### src/rtl/cgss_pkg.sv
// constants and types of the channel-gain scan sequencer
// assumes a single 50 MHz clock for the whole block
package cgss_pkg;

  // ****************************************
  // timing
  // ****************************************
  localparam int CLK_HZ       = 50_000_000;
  localparam int TB_HZ        = 5_000_000;
  localparam int TB_DIV       = CLK_HZ / TB_HZ;
  localparam int MAX_RATE_HZ  = 100_000;
  localparam int PACER_MIN    = TB_HZ / MAX_RATE_HZ;
  localparam int CYC_PER_US   = CLK_HZ / 1_000_000;
  localparam int BURST_MIN_US = 10;
  localparam int BURST_MAX_US = 64;

  // ****************************************
  // widths and fields
  // ****************************************
  localparam int Q_DEPTH    = 256;
  localparam int IDX_W      = 8;
  localparam int ADDR_W     = 12;
  localparam int HALF_W     = 6;
  localparam int GAIN_W     = 3;
  localparam int DATA_W     = 16;
  localparam int DIV_W      = 16;
  localparam int BCNT_W     = 12;
  localparam int TB_W       = 4;
  localparam int FIFO_DEPTH = 32;
  localparam logic [DATA_W-1:0] SIGN_FLIP = 16'h8000;

  typedef enum logic [GAIN_W-1:0] {
    CGSS_GAIN_1, CGSS_GAIN_2, CGSS_GAIN_4, CGSS_GAIN_8,
    CGSS_GAIN_50, CGSS_GAIN_100, CGSS_GAIN_200, CGSS_GAIN_400
  } cgss_gain_t;

  typedef struct packed {
    logic              spare;
    cgss_gain_t        gain;
    logic [HALF_W-1:0] assembly;
    logic [HALF_W-1:0] channel;
  } cgss_entry_t;

  typedef struct packed {
    logic [IDX_W-1:0]  entry;
    logic [DATA_W-1:0] sample;
  } cgss_result_t;

  localparam int RES_W = $bits(cgss_result_t);

  typedef enum logic [1:0] {
    CGSS_IDLE, CGSS_LOAD, CGSS_WAIT, CGSS_CONV
  } cgss_state_t;

endpackage

### src/rtl/cgss_sequencer.sv
// channel-gain scan sequencer: queue, pacer, burst clock, result buffer
// assumes converter handshake on clk; external pacer is asynchronous
//
// Notes on behaviour
// - 256-entry sixteen-bit channel-gain queue, software loaded
// - entries in any order, repeats, own gains
// - twelve address lines from current entry
// - six assembly lines, six channel lines
// - three gain lines driven with address
// - polarity bit: straight binary or two's complement
// - paced: one conversion per pacer tick
// - burst: pacer pulse scans whole queue
// - burst clock ignored in paced mode
// - pacer source internal or external
// - internal pacer: two counters, 5 MHz base
// - external pacer acts on selected edge
// - burst clock 100 kHz down to 15.625 kHz
`timescale 1ns/1ps
`default_nettype none
module cgss_sequencer
  import cgss_pkg::*;
(
  input  wire logic              clk,
  input  wire logic              sys_rst,
  input  wire logic              q_wr_en,
  input  wire logic [IDX_W-1:0]  q_wr_index,
  input  wire cgss_entry_t       q_wr_data,
  input  wire logic [IDX_W-1:0]  queue_last,
  input  wire logic              acq_enable,
  input  wire logic              burst_mode,
  input  wire logic              bipolar,
  input  wire logic              ext_pacer_sel,
  input  wire logic              ext_pacer_rise,
  input  wire logic [DIV_W-1:0]  pacer_div1,
  input  wire logic [DIV_W-1:0]  pacer_div2,
  input  wire logic [6:0]        burst_period_us,
  input  wire logic              ext_pacer_pin,
  output logic [ADDR_W-1:0]      mux_addr,
  output logic [GAIN_W-1:0]      gain_sel,
  output logic                   conv_start,
  input  wire logic              conv_done,
  input  wire logic [DATA_W-1:0] adc_raw,
  output logic                   res_valid,
  input  wire logic              res_ready,
  output var cgss_result_t       res_data,
  output logic                   busy,
  output logic [IDX_W-1:0]       cur_index
);

  // ****************************************
  // channel-gain queue
  // ****************************************
  cgss_entry_t channel_gain_queue_ram [Q_DEPTH];

  always_ff @(posedge clk) begin
    if (q_wr_en) begin
      channel_gain_queue_ram[q_wr_index] <= q_wr_data;
    end
  end

  // ****************************************
  // external pacer synchroniser and edge
  // ****************************************
  logic ext_s1_q, ext_s2_q, ext_s3_q;
  logic ext_s1_d, ext_s2_d, ext_s3_d;
  logic ext_edge;

  always_comb begin
    ext_s1_d = ext_pacer_pin;
    ext_s2_d = ext_s1_q;
    ext_s3_d = ext_s2_q;
  end

  always_ff @(posedge clk) begin
    if (sys_rst) begin
      ext_s1_q <= 1'b0;
      ext_s2_q <= 1'b0;
      ext_s3_q <= 1'b0;
    end else begin
      ext_s1_q <= ext_s1_d;
      ext_s2_q <= ext_s2_d;
      ext_s3_q <= ext_s3_d;
    end
  end

  // only the chosen edge counts; 10 us spacing left to the source
  assign ext_edge = ext_pacer_rise ? (ext_s2_q && !ext_s3_q)
                                   : (!ext_s2_q && ext_s3_q);

  // ****************************************
  // internal pacer on a 5 MHz time base
  // ****************************************
  logic [TB_W-1:0]  tb_q, tb_d;
  logic [DIV_W-1:0] c1_q, c1_d, c2_q, c2_d;
  logic [DIV_W-1:0] div1_eff, div2_eff;
  logic             tb_tick, c1_wrap, int_tick, pacer_run;

  // clamping divider one keeps the rate at or below 100 kHz
  assign div1_eff = (pacer_div1 < DIV_W'(PACER_MIN)) ?
                    DIV_W'(PACER_MIN) : pacer_div1;
  assign div2_eff = (pacer_div2 == '0) ? DIV_W'(1) : pacer_div2;
  assign pacer_run = acq_enable && !ext_pacer_sel;
  assign tb_tick   = (tb_q == TB_W'(TB_DIV - 1));
  assign c1_wrap   = tb_tick && (c1_q == div1_eff - 1'b1);
  assign int_tick  = c1_wrap && (c2_q == div2_eff - 1'b1);

  always_comb begin
    tb_d = tb_tick ? '0 : tb_q + 1'b1;
    c1_d = c1_q;
    c2_d = c2_q;
    if (!pacer_run) begin
      c1_d = '0;
      c2_d = '0;
    end else if (tb_tick) begin
      c1_d = c1_wrap ? '0 : c1_q + 1'b1;
      if (c1_wrap) begin
        c2_d = int_tick ? '0 : c2_q + 1'b1;
      end
    end
  end

  always_ff @(posedge clk) begin
    if (sys_rst) begin
      tb_q <= '0;
      c1_q <= '0;
      c2_q <= '0;
    end else begin
      tb_q <= tb_d;
      c1_q <= c1_d;
      c2_q <= c2_d;
    end
  end

  logic pacer_tick;
  assign pacer_tick = ext_pacer_sel ? ext_edge : int_tick;

  // ****************************************
  // burst conversion clock
  // ****************************************
  logic [BCNT_W-1:0] bc_q, bc_d, burst_cyc;
  logic [6:0]        bper;
  logic              burst_ok;

  always_comb begin
    bper = burst_period_us;
    if (bper < 7'(BURST_MIN_US)) begin
      bper = 7'(BURST_MIN_US);
    end else if (bper > 7'(BURST_MAX_US)) begin
      bper = 7'(BURST_MAX_US);
    end
  end

  assign burst_cyc = BCNT_W'(bper * CYC_PER_US);
  // decided one cycle early: the start pulse itself is registered
  assign burst_ok  = (bc_q >= burst_cyc - 2'd2);

  // restarted at every start, so spacing is start to start
  always_comb begin
    if (conv_start) begin
      bc_d = '0;
    end else if (!burst_ok) begin
      bc_d = bc_q + 1'b1;
    end else begin
      bc_d = bc_q;
    end
  end

  always_ff @(posedge clk) begin
    if (sys_rst) begin
      bc_q <= '0;
    end else begin
      bc_q <= bc_d;
    end
  end

  // ****************************************
  // scan state machine
  // ****************************************
  cgss_state_t       st_q, st_d;
  logic [IDX_W-1:0]  idx_q, idx_d;
  logic              pend_q, pend_d, scan_q, scan_d;
  logic              start_q, start_d, push_q, push_d;
  logic [ADDR_W-1:0] addr_q, addr_d;
  logic [GAIN_W-1:0] gain_q, gain_d;
  cgss_result_t      res_q, res_d;
  cgss_entry_t       ent;
  logic              fifo_ready, go, consume;

  assign ent = channel_gain_queue_ram[idx_q];

  // burst clock only consulted inside a burst scan
  always_comb begin
    if (burst_mode && scan_q) begin
      go = burst_ok;
    end else begin
      go = pend_q;
    end
  end

  always_comb begin
    st_d    = st_q;
    idx_d   = idx_q;
    scan_d  = scan_q;
    addr_d  = addr_q;
    gain_d  = gain_q;
    res_d   = res_q;
    start_d = 1'b0;
    push_d  = 1'b0;
    consume = 1'b0;
    unique case (st_q)
      CGSS_IDLE: begin
        idx_d  = '0;
        scan_d = 1'b0;
        if (acq_enable) begin
          st_d = CGSS_LOAD;
        end
      end
      CGSS_LOAD: begin
        addr_d = {ent.assembly, ent.channel};
        gain_d = ent.gain;
        st_d   = CGSS_WAIT;
      end
      CGSS_WAIT: begin
        // a full buffer holds the next start back
        if (go && fifo_ready) begin
          start_d = 1'b1;
          st_d    = CGSS_CONV;
          if (!(burst_mode && scan_q)) begin
            consume = 1'b1;
            scan_d  = burst_mode;
          end
        end
      end
      CGSS_CONV: begin
        if (conv_done) begin
          push_d        = 1'b1;
          res_d.entry   = idx_q;
          res_d.sample  = bipolar ? (adc_raw ^ SIGN_FLIP) : adc_raw;
          st_d          = CGSS_LOAD;
          if (idx_q == queue_last) begin
            idx_d  = '0;
            scan_d = 1'b0;
          end else begin
            idx_d = idx_q + 1'b1;
          end
        end
      end
    endcase
    if (!acq_enable) begin
      // abort: no late start pulse or result push on the way out
      st_d    = CGSS_IDLE;
      start_d = 1'b0;
      push_d  = 1'b0;
    end
  end

  // a tick landing on its own consume cycle is kept
  assign pend_d = acq_enable && (pacer_tick || (pend_q && !consume));

  always_ff @(posedge clk) begin
    if (sys_rst) begin
      st_q    <= CGSS_IDLE;
      idx_q   <= '0;
      pend_q  <= 1'b0;
      scan_q  <= 1'b0;
      start_q <= 1'b0;
      push_q  <= 1'b0;
      addr_q  <= '0;
      gain_q  <= '0;
      res_q   <= '0;
    end else begin
      st_q    <= st_d;
      idx_q   <= idx_d;
      pend_q  <= pend_d;
      scan_q  <= scan_d;
      start_q <= start_d;
      push_q  <= push_d;
      addr_q  <= addr_d;
      gain_q  <= gain_d;
      res_q   <= res_d;
    end
  end

  assign mux_addr   = addr_q;
  assign gain_sel   = gain_q;
  assign conv_start = start_q;
  assign busy       = (st_q == CGSS_CONV);
  assign cur_index  = idx_q;

  // ****************************************
  // result buffer
  // ****************************************
  // one conversion in flight and the start waits for room,
  // so the push below always finds a free slot
  cgss_fifo #(
    .W     (RES_W),
    .DEPTH (FIFO_DEPTH)
  ) u_fifo (
    .clk       (clk),
    .sys_rst   (sys_rst),
    .in_valid  (push_q),
    .in_ready  (fifo_ready),
    .in_data   (res_q),
    .out_valid (res_valid),
    .out_ready (res_ready),
    .out_data  (res_data)
  );

endmodule // cgss_sequencer
`default_nettype wire

### src/rtl/cgss_fifo.sv
// result buffer with valid/ready on both sides
// assumes one clock and a synchronous active-high reset
`timescale 1ns/1ps
`default_nettype none
module cgss_fifo #(
  parameter int W     = 24,
  parameter int DEPTH = 32
) (
  input  wire logic         clk,
  input  wire logic         sys_rst,
  input  wire logic         in_valid,
  output logic              in_ready,
  input  wire logic [W-1:0] in_data,
  output logic              out_valid,
  input  wire logic         out_ready,
  output logic [W-1:0]      out_data
);
  localparam int PW = $clog2(DEPTH);

  logic [W-1:0] mem [DEPTH];
  logic [PW:0]  wr_q, wr_d, rd_q, rd_d;
  logic         push, pop;

  // full when pointers differ only in the wrap bit
  assign in_ready  = !((wr_q[PW] != rd_q[PW]) &&
                       (wr_q[PW-1:0] == rd_q[PW-1:0]));
  assign out_valid = (wr_q != rd_q);
  assign out_data  = mem[rd_q[PW-1:0]];
  assign push      = in_valid && in_ready;
  assign pop       = out_valid && out_ready;

  always_comb begin
    wr_d = push ? wr_q + 1'b1 : wr_q;
    rd_d = pop ? rd_q + 1'b1 : rd_q;
  end

  always_ff @(posedge clk) begin
    if (sys_rst) begin
      wr_q <= '0;
      rd_q <= '0;
    end else begin
      wr_q <= wr_d;
      rd_q <= rd_d;
    end
  end

  always_ff @(posedge clk) begin
    if (push) begin
      mem[wr_q[PW-1:0]] <= in_data;
    end
  end
endmodule // cgss_fifo
`default_nettype wire

### config.mk
export PLATFORM = sky130hd
export DESIGN_NAME = cgss_sequencer
export DESIGN_NICKNAME = d
export VERILOG_FILES = /design/src/rtl/cgss_pkg.sv /design/src/rtl/cgss_sequencer.sv /design/src/rtl/cgss_fifo.sv
export SDC_FILE = /design/constraint.sdc
export NUM_CORES = 2
export LEC_CHECK = 0
export ABC_AREA = 1
export BUFFER_PORTS_ARGS = -buffer_cell sky130_fd_sc_hd__clkbuf_2
export CORE_UTILIZATION = 30
export CTS_CLUSTER_DIAMETER = 100
export DETAILED_ROUTE_END_ITERATION = 10
export PLACE_DENSITY = 0.48
export SLEW_MARGIN = 20
export SYNTH_ARGS = -nofsm -noshare
export SYNTH_HDL_FRONTEND = slang
export SYNTH_MEMORY_MAX_BITS = 65536
export SYNTH_SLANG_ARGS = --single-unit
### constraint.sdc
create_clock -name clk -period 5.1 [get_ports clk]
set_input_delay 0.255 -clock clk [delete_from_list [all_inputs] [get_ports clk]]
set_output_delay 0.255 -clock clk [all_outputs]
set_load 0.05 [all_outputs]
==> results.txt <==
Asr flop ratio synth = 0%
Final period util = 92.64%
PortBufs = 146
Worst-path clk slew = 0.06 ns
Hold Fails Final Rpt = 0
Cts bufs inserted = 468
Syn nets = 14460
Global route total overflow = 0
1st-iter DRT viols = 11450
Setup crit start kind = primary input
Crit path required time = 6.02 ns
First-pass DRT Iterations = 5
Peak VDD IR = 0.3121 mV
Fin. max-slew vios = 0
First-pass GRT wire length = 845.5 mm
Pwr dens = 379.3 mW/mm^2
Worst skew pair latency = 1.05 ns
Post-DR vias/cell = 5.162
Reg2reg start = cur_index[1]$_SDFFE_PP0P_
Final setup vio count = 0
TritonCTS clock tree = yes
Drt drc = 0
Yosys cell types = 54
Post-Syn Area = 0.1873 sq mm
Run status = complete, no violations
Largest net degree at the start of global routing = 149
Top cell type by total area after synthesis = edfxtp_1
Tot GR Track Use = 18.21%
Hold depth = 9
Max-cap violations = 0
Num ports = 148
Number of global-route vias before repair = 113100
Cell area after layout = 0.2162 sq mm
Post-synth EDFFs = 4608
Clk sinks = 4729
Post-DP Area = 0.2007 sq mm
Clock Path Buffers = 4
Clock Tree Root = clkbuf_16
P_leak = 67.28 nW
Vias = 120100
HP Class = primary input to flop
Clk_skew = 0.1269 ns
Total Wirelength = 593.8 mm
# rows = 289
Final HPWL DP = 341.4 mm
WHS Endpoint = c2_q[13]$_SDFFE_PP0P_
Total design power = 82.03 mW
Die width = 792.1 um
Setup crit end kind = flop
Final ANT Viol Nets = 0
Most used DFF post-synth = edfxtp_1
Post-synthesis sequential area ratio = 75.18%
Synth Register Bits = 4729
R2R depth = 12
Largest cells by area after synthesis = edfxtp_1, o21ai_0, nor2_1, o221ai_1, o22ai_1
Tmin final = 4.725 ns
Syn-to-layout area delta = 15.47%
H-tree depth = 5
GPL Wtd Cong = 0.8256
Flop2flop setup slack = 1.09 ns
Worst EP arrival = 5.64 ns
Post-Synthesis Cells = 14310
Fmax = 0.2117 GHz
Wire per inst = 25.53 um
Max FO, Critical Path = 5
Syn_area_per_cell = 13.09 sq um
Crit path from = burst_period_us[4]
Die H = 792.1 um
Slowest-stage cell, CP = dlygate4sd3_1
Fin nets = 14720
Fin Hold WS = 0.09348 ns
Warnings, synthesis = 0
Critical Setup Path Class = primary input to flop
Slew @ Worst Pin = 1.243 ns
Antenna violations before repair = 31
Core ar. = 0.6205 sq mm
Post-synth top area share = 73.89%
Die ar. = 0.6274 sq mm
Initial Util = 30.18%
Layout cells sized above 1 = 10.18%
Setup TNS = 0 ns
CP peak stage delay = 0.57 ns
Hold Path Origin = pacer_div1[15]
R2R Path End = gain_sel[2]$_SDFFE_PP0N_
Slew margin rel. = 17.14%
where the power goes:
group          total [mW]  switching [mW]  internal (mW)
Combinational        5.03            3.78           1.25
Sequential           42.7           0.116           42.6
Clock                34.3            15.2           19.1
metal layers:
metal / up-vias / wire (um) / global-route usage, %
li1: 54320 / - / -
met1: 61270 / 259800 / 25.42
met2: 3714 / 280200 / 29.87
met3: 765 / 35570 / 2.260
met4: 4 / 18250 / 5.215
met5: - / 22 / 0
metrics by stage:
stage,setup slack (ns),instances,utilization (%)
6_report,0.3753,23260,34.85
5_1_grt,-0.05422,23250,34.85
4_1_cts,0.2762,23250,34.84
3_5_place_dp,-0.2922,22330,32.34
3_3_place_gp,-0.6154,22330,32.34
2_1_floorplan,0.08312,14310,-
Yosys cell counts, types with 61 or more instances:
master	number
a21oi_1	220
clkbuf_1	823
o21ai_0	2390
o211ai_1	129
nand2_1	644
nand3_1	624
dfxtp_1	121
o22ai_1	651
edfxtp_1	4608
inv_1	177
nor2_1	2844
o221ai_1	500
buf_2	142
nand4_1	61
layout make-up:
| cell class | count | area [sq um] |
|---|---|---|
| repair buffers | 815 | 7295 |
| flip-flops and latches | 4729 | 140800 |
| inverters | 191 | 775.7 |
| well taps | 8293 | 10380 |
| multi-input cells | 8357 | 42010 |
| diodes | 9 | 22.52 |
| clock buffers | 592 | 12380 |
| clock inverters | 275 | 2542 |
| fillers | 60610 | 404300 |
worst max-delay path, delay by kind of cell:
kind	cells	cell delay, ns
AOI/OAI and AO/OA	5	0.60
xor gates and xnor gates	2	0.27
adders and majority gates	5	1.62
buffers and inverters	8	1.34
and+or+nand+nor	15	1.58
layout by cell type (no fill, tap or decap), drive strengths merged, types with 4 or more instances in the layout:
master / n
bufinv: 39
and3: 4
nand3b: 11
o211a: 7
nor4: 8
nor3: 23
dlygate4sd3: 56
xnor2: 22
clkbuf: 723
nand4: 61
dfxtp: 121
buf: 628
edfxtp: 4608
or2: 5
clkinvlp: 5
a221oi: 8
o22ai: 651
o221ai: 500
o21ai: 2396
xor2: 47
a21oi: 220
a31oi: 27
inv: 198
ha: 54
nand3: 628
clkinv: 224
nand2: 649
a32oi: 23
nor3b: 8
o211ai: 129
nor2: 2856
diode: 9
what timing repair did:
action	in CTS	in global routing
hold endpoints to repair	1654	0
buffers inserted	0	0
endpoints found under the setup margin	0	2
hold buffers	56	0
gates resized for setup	0	14
logic make-up (layout without fill, tap and decap cells):
family | after synthesis | after routing | share of synthesized area (%)
compound gates | 3975 | 3975 | 12.36
other cells | 0 | 9 | 0
buf+inv | 1223 | 1873 | 2.578
xor+xnor | 70 | 70 | 0.3387
fa+ha+maj | 56 | 56 | 0.3822
simple gates | 4256 | 4256 | 9.160
flops | 4729 | 4729 | 75.18
worst max path at each step:
stage / depth (start not counted) / endpoint
after floorplan: 32 / bc_q[11]$_SDFFE_PP0P_
after global placement: 32 / bc_q[11]$_SDFFE_PP0P_
after detailed placement: 34 / scan_q$_SDFFE_PP0P_
after CTS: 34 / scan_q$_SDFFE_PP0P_
after global routing: 34 / scan_q$_SDFFE_PP0P_
final: 35 / scan_q$_SDFFE_PP0P_
flip-flops by register name, summed over array words and instances, names as in the netlist, named ones only:
| register | cells |
|---|---|
| bc_q | 12 |
| c1_q | 16 |
| c2_q | 16 |
| channel_gain_queue_ram | 3840 |
| conv_start | 1 |
| cur_index | 8 |
| ext_s1_q | 1 |
| ext_s2_q | 1 |
| ext_s3_q | 1 |
| gain_sel | 3 |
| mux_addr | 12 |
| pend_q | 1 |
| push_q | 1 |
| res_q | 24 |
| scan_q | 1 |
| st_q | 2 |
| tb_q | 4 |
| u_fifo.mem | 768 |
| u_fifo.rd_q | 6 |
| u_fifo.wr_q | 6 |
Power figures use the tool's default switching activity.
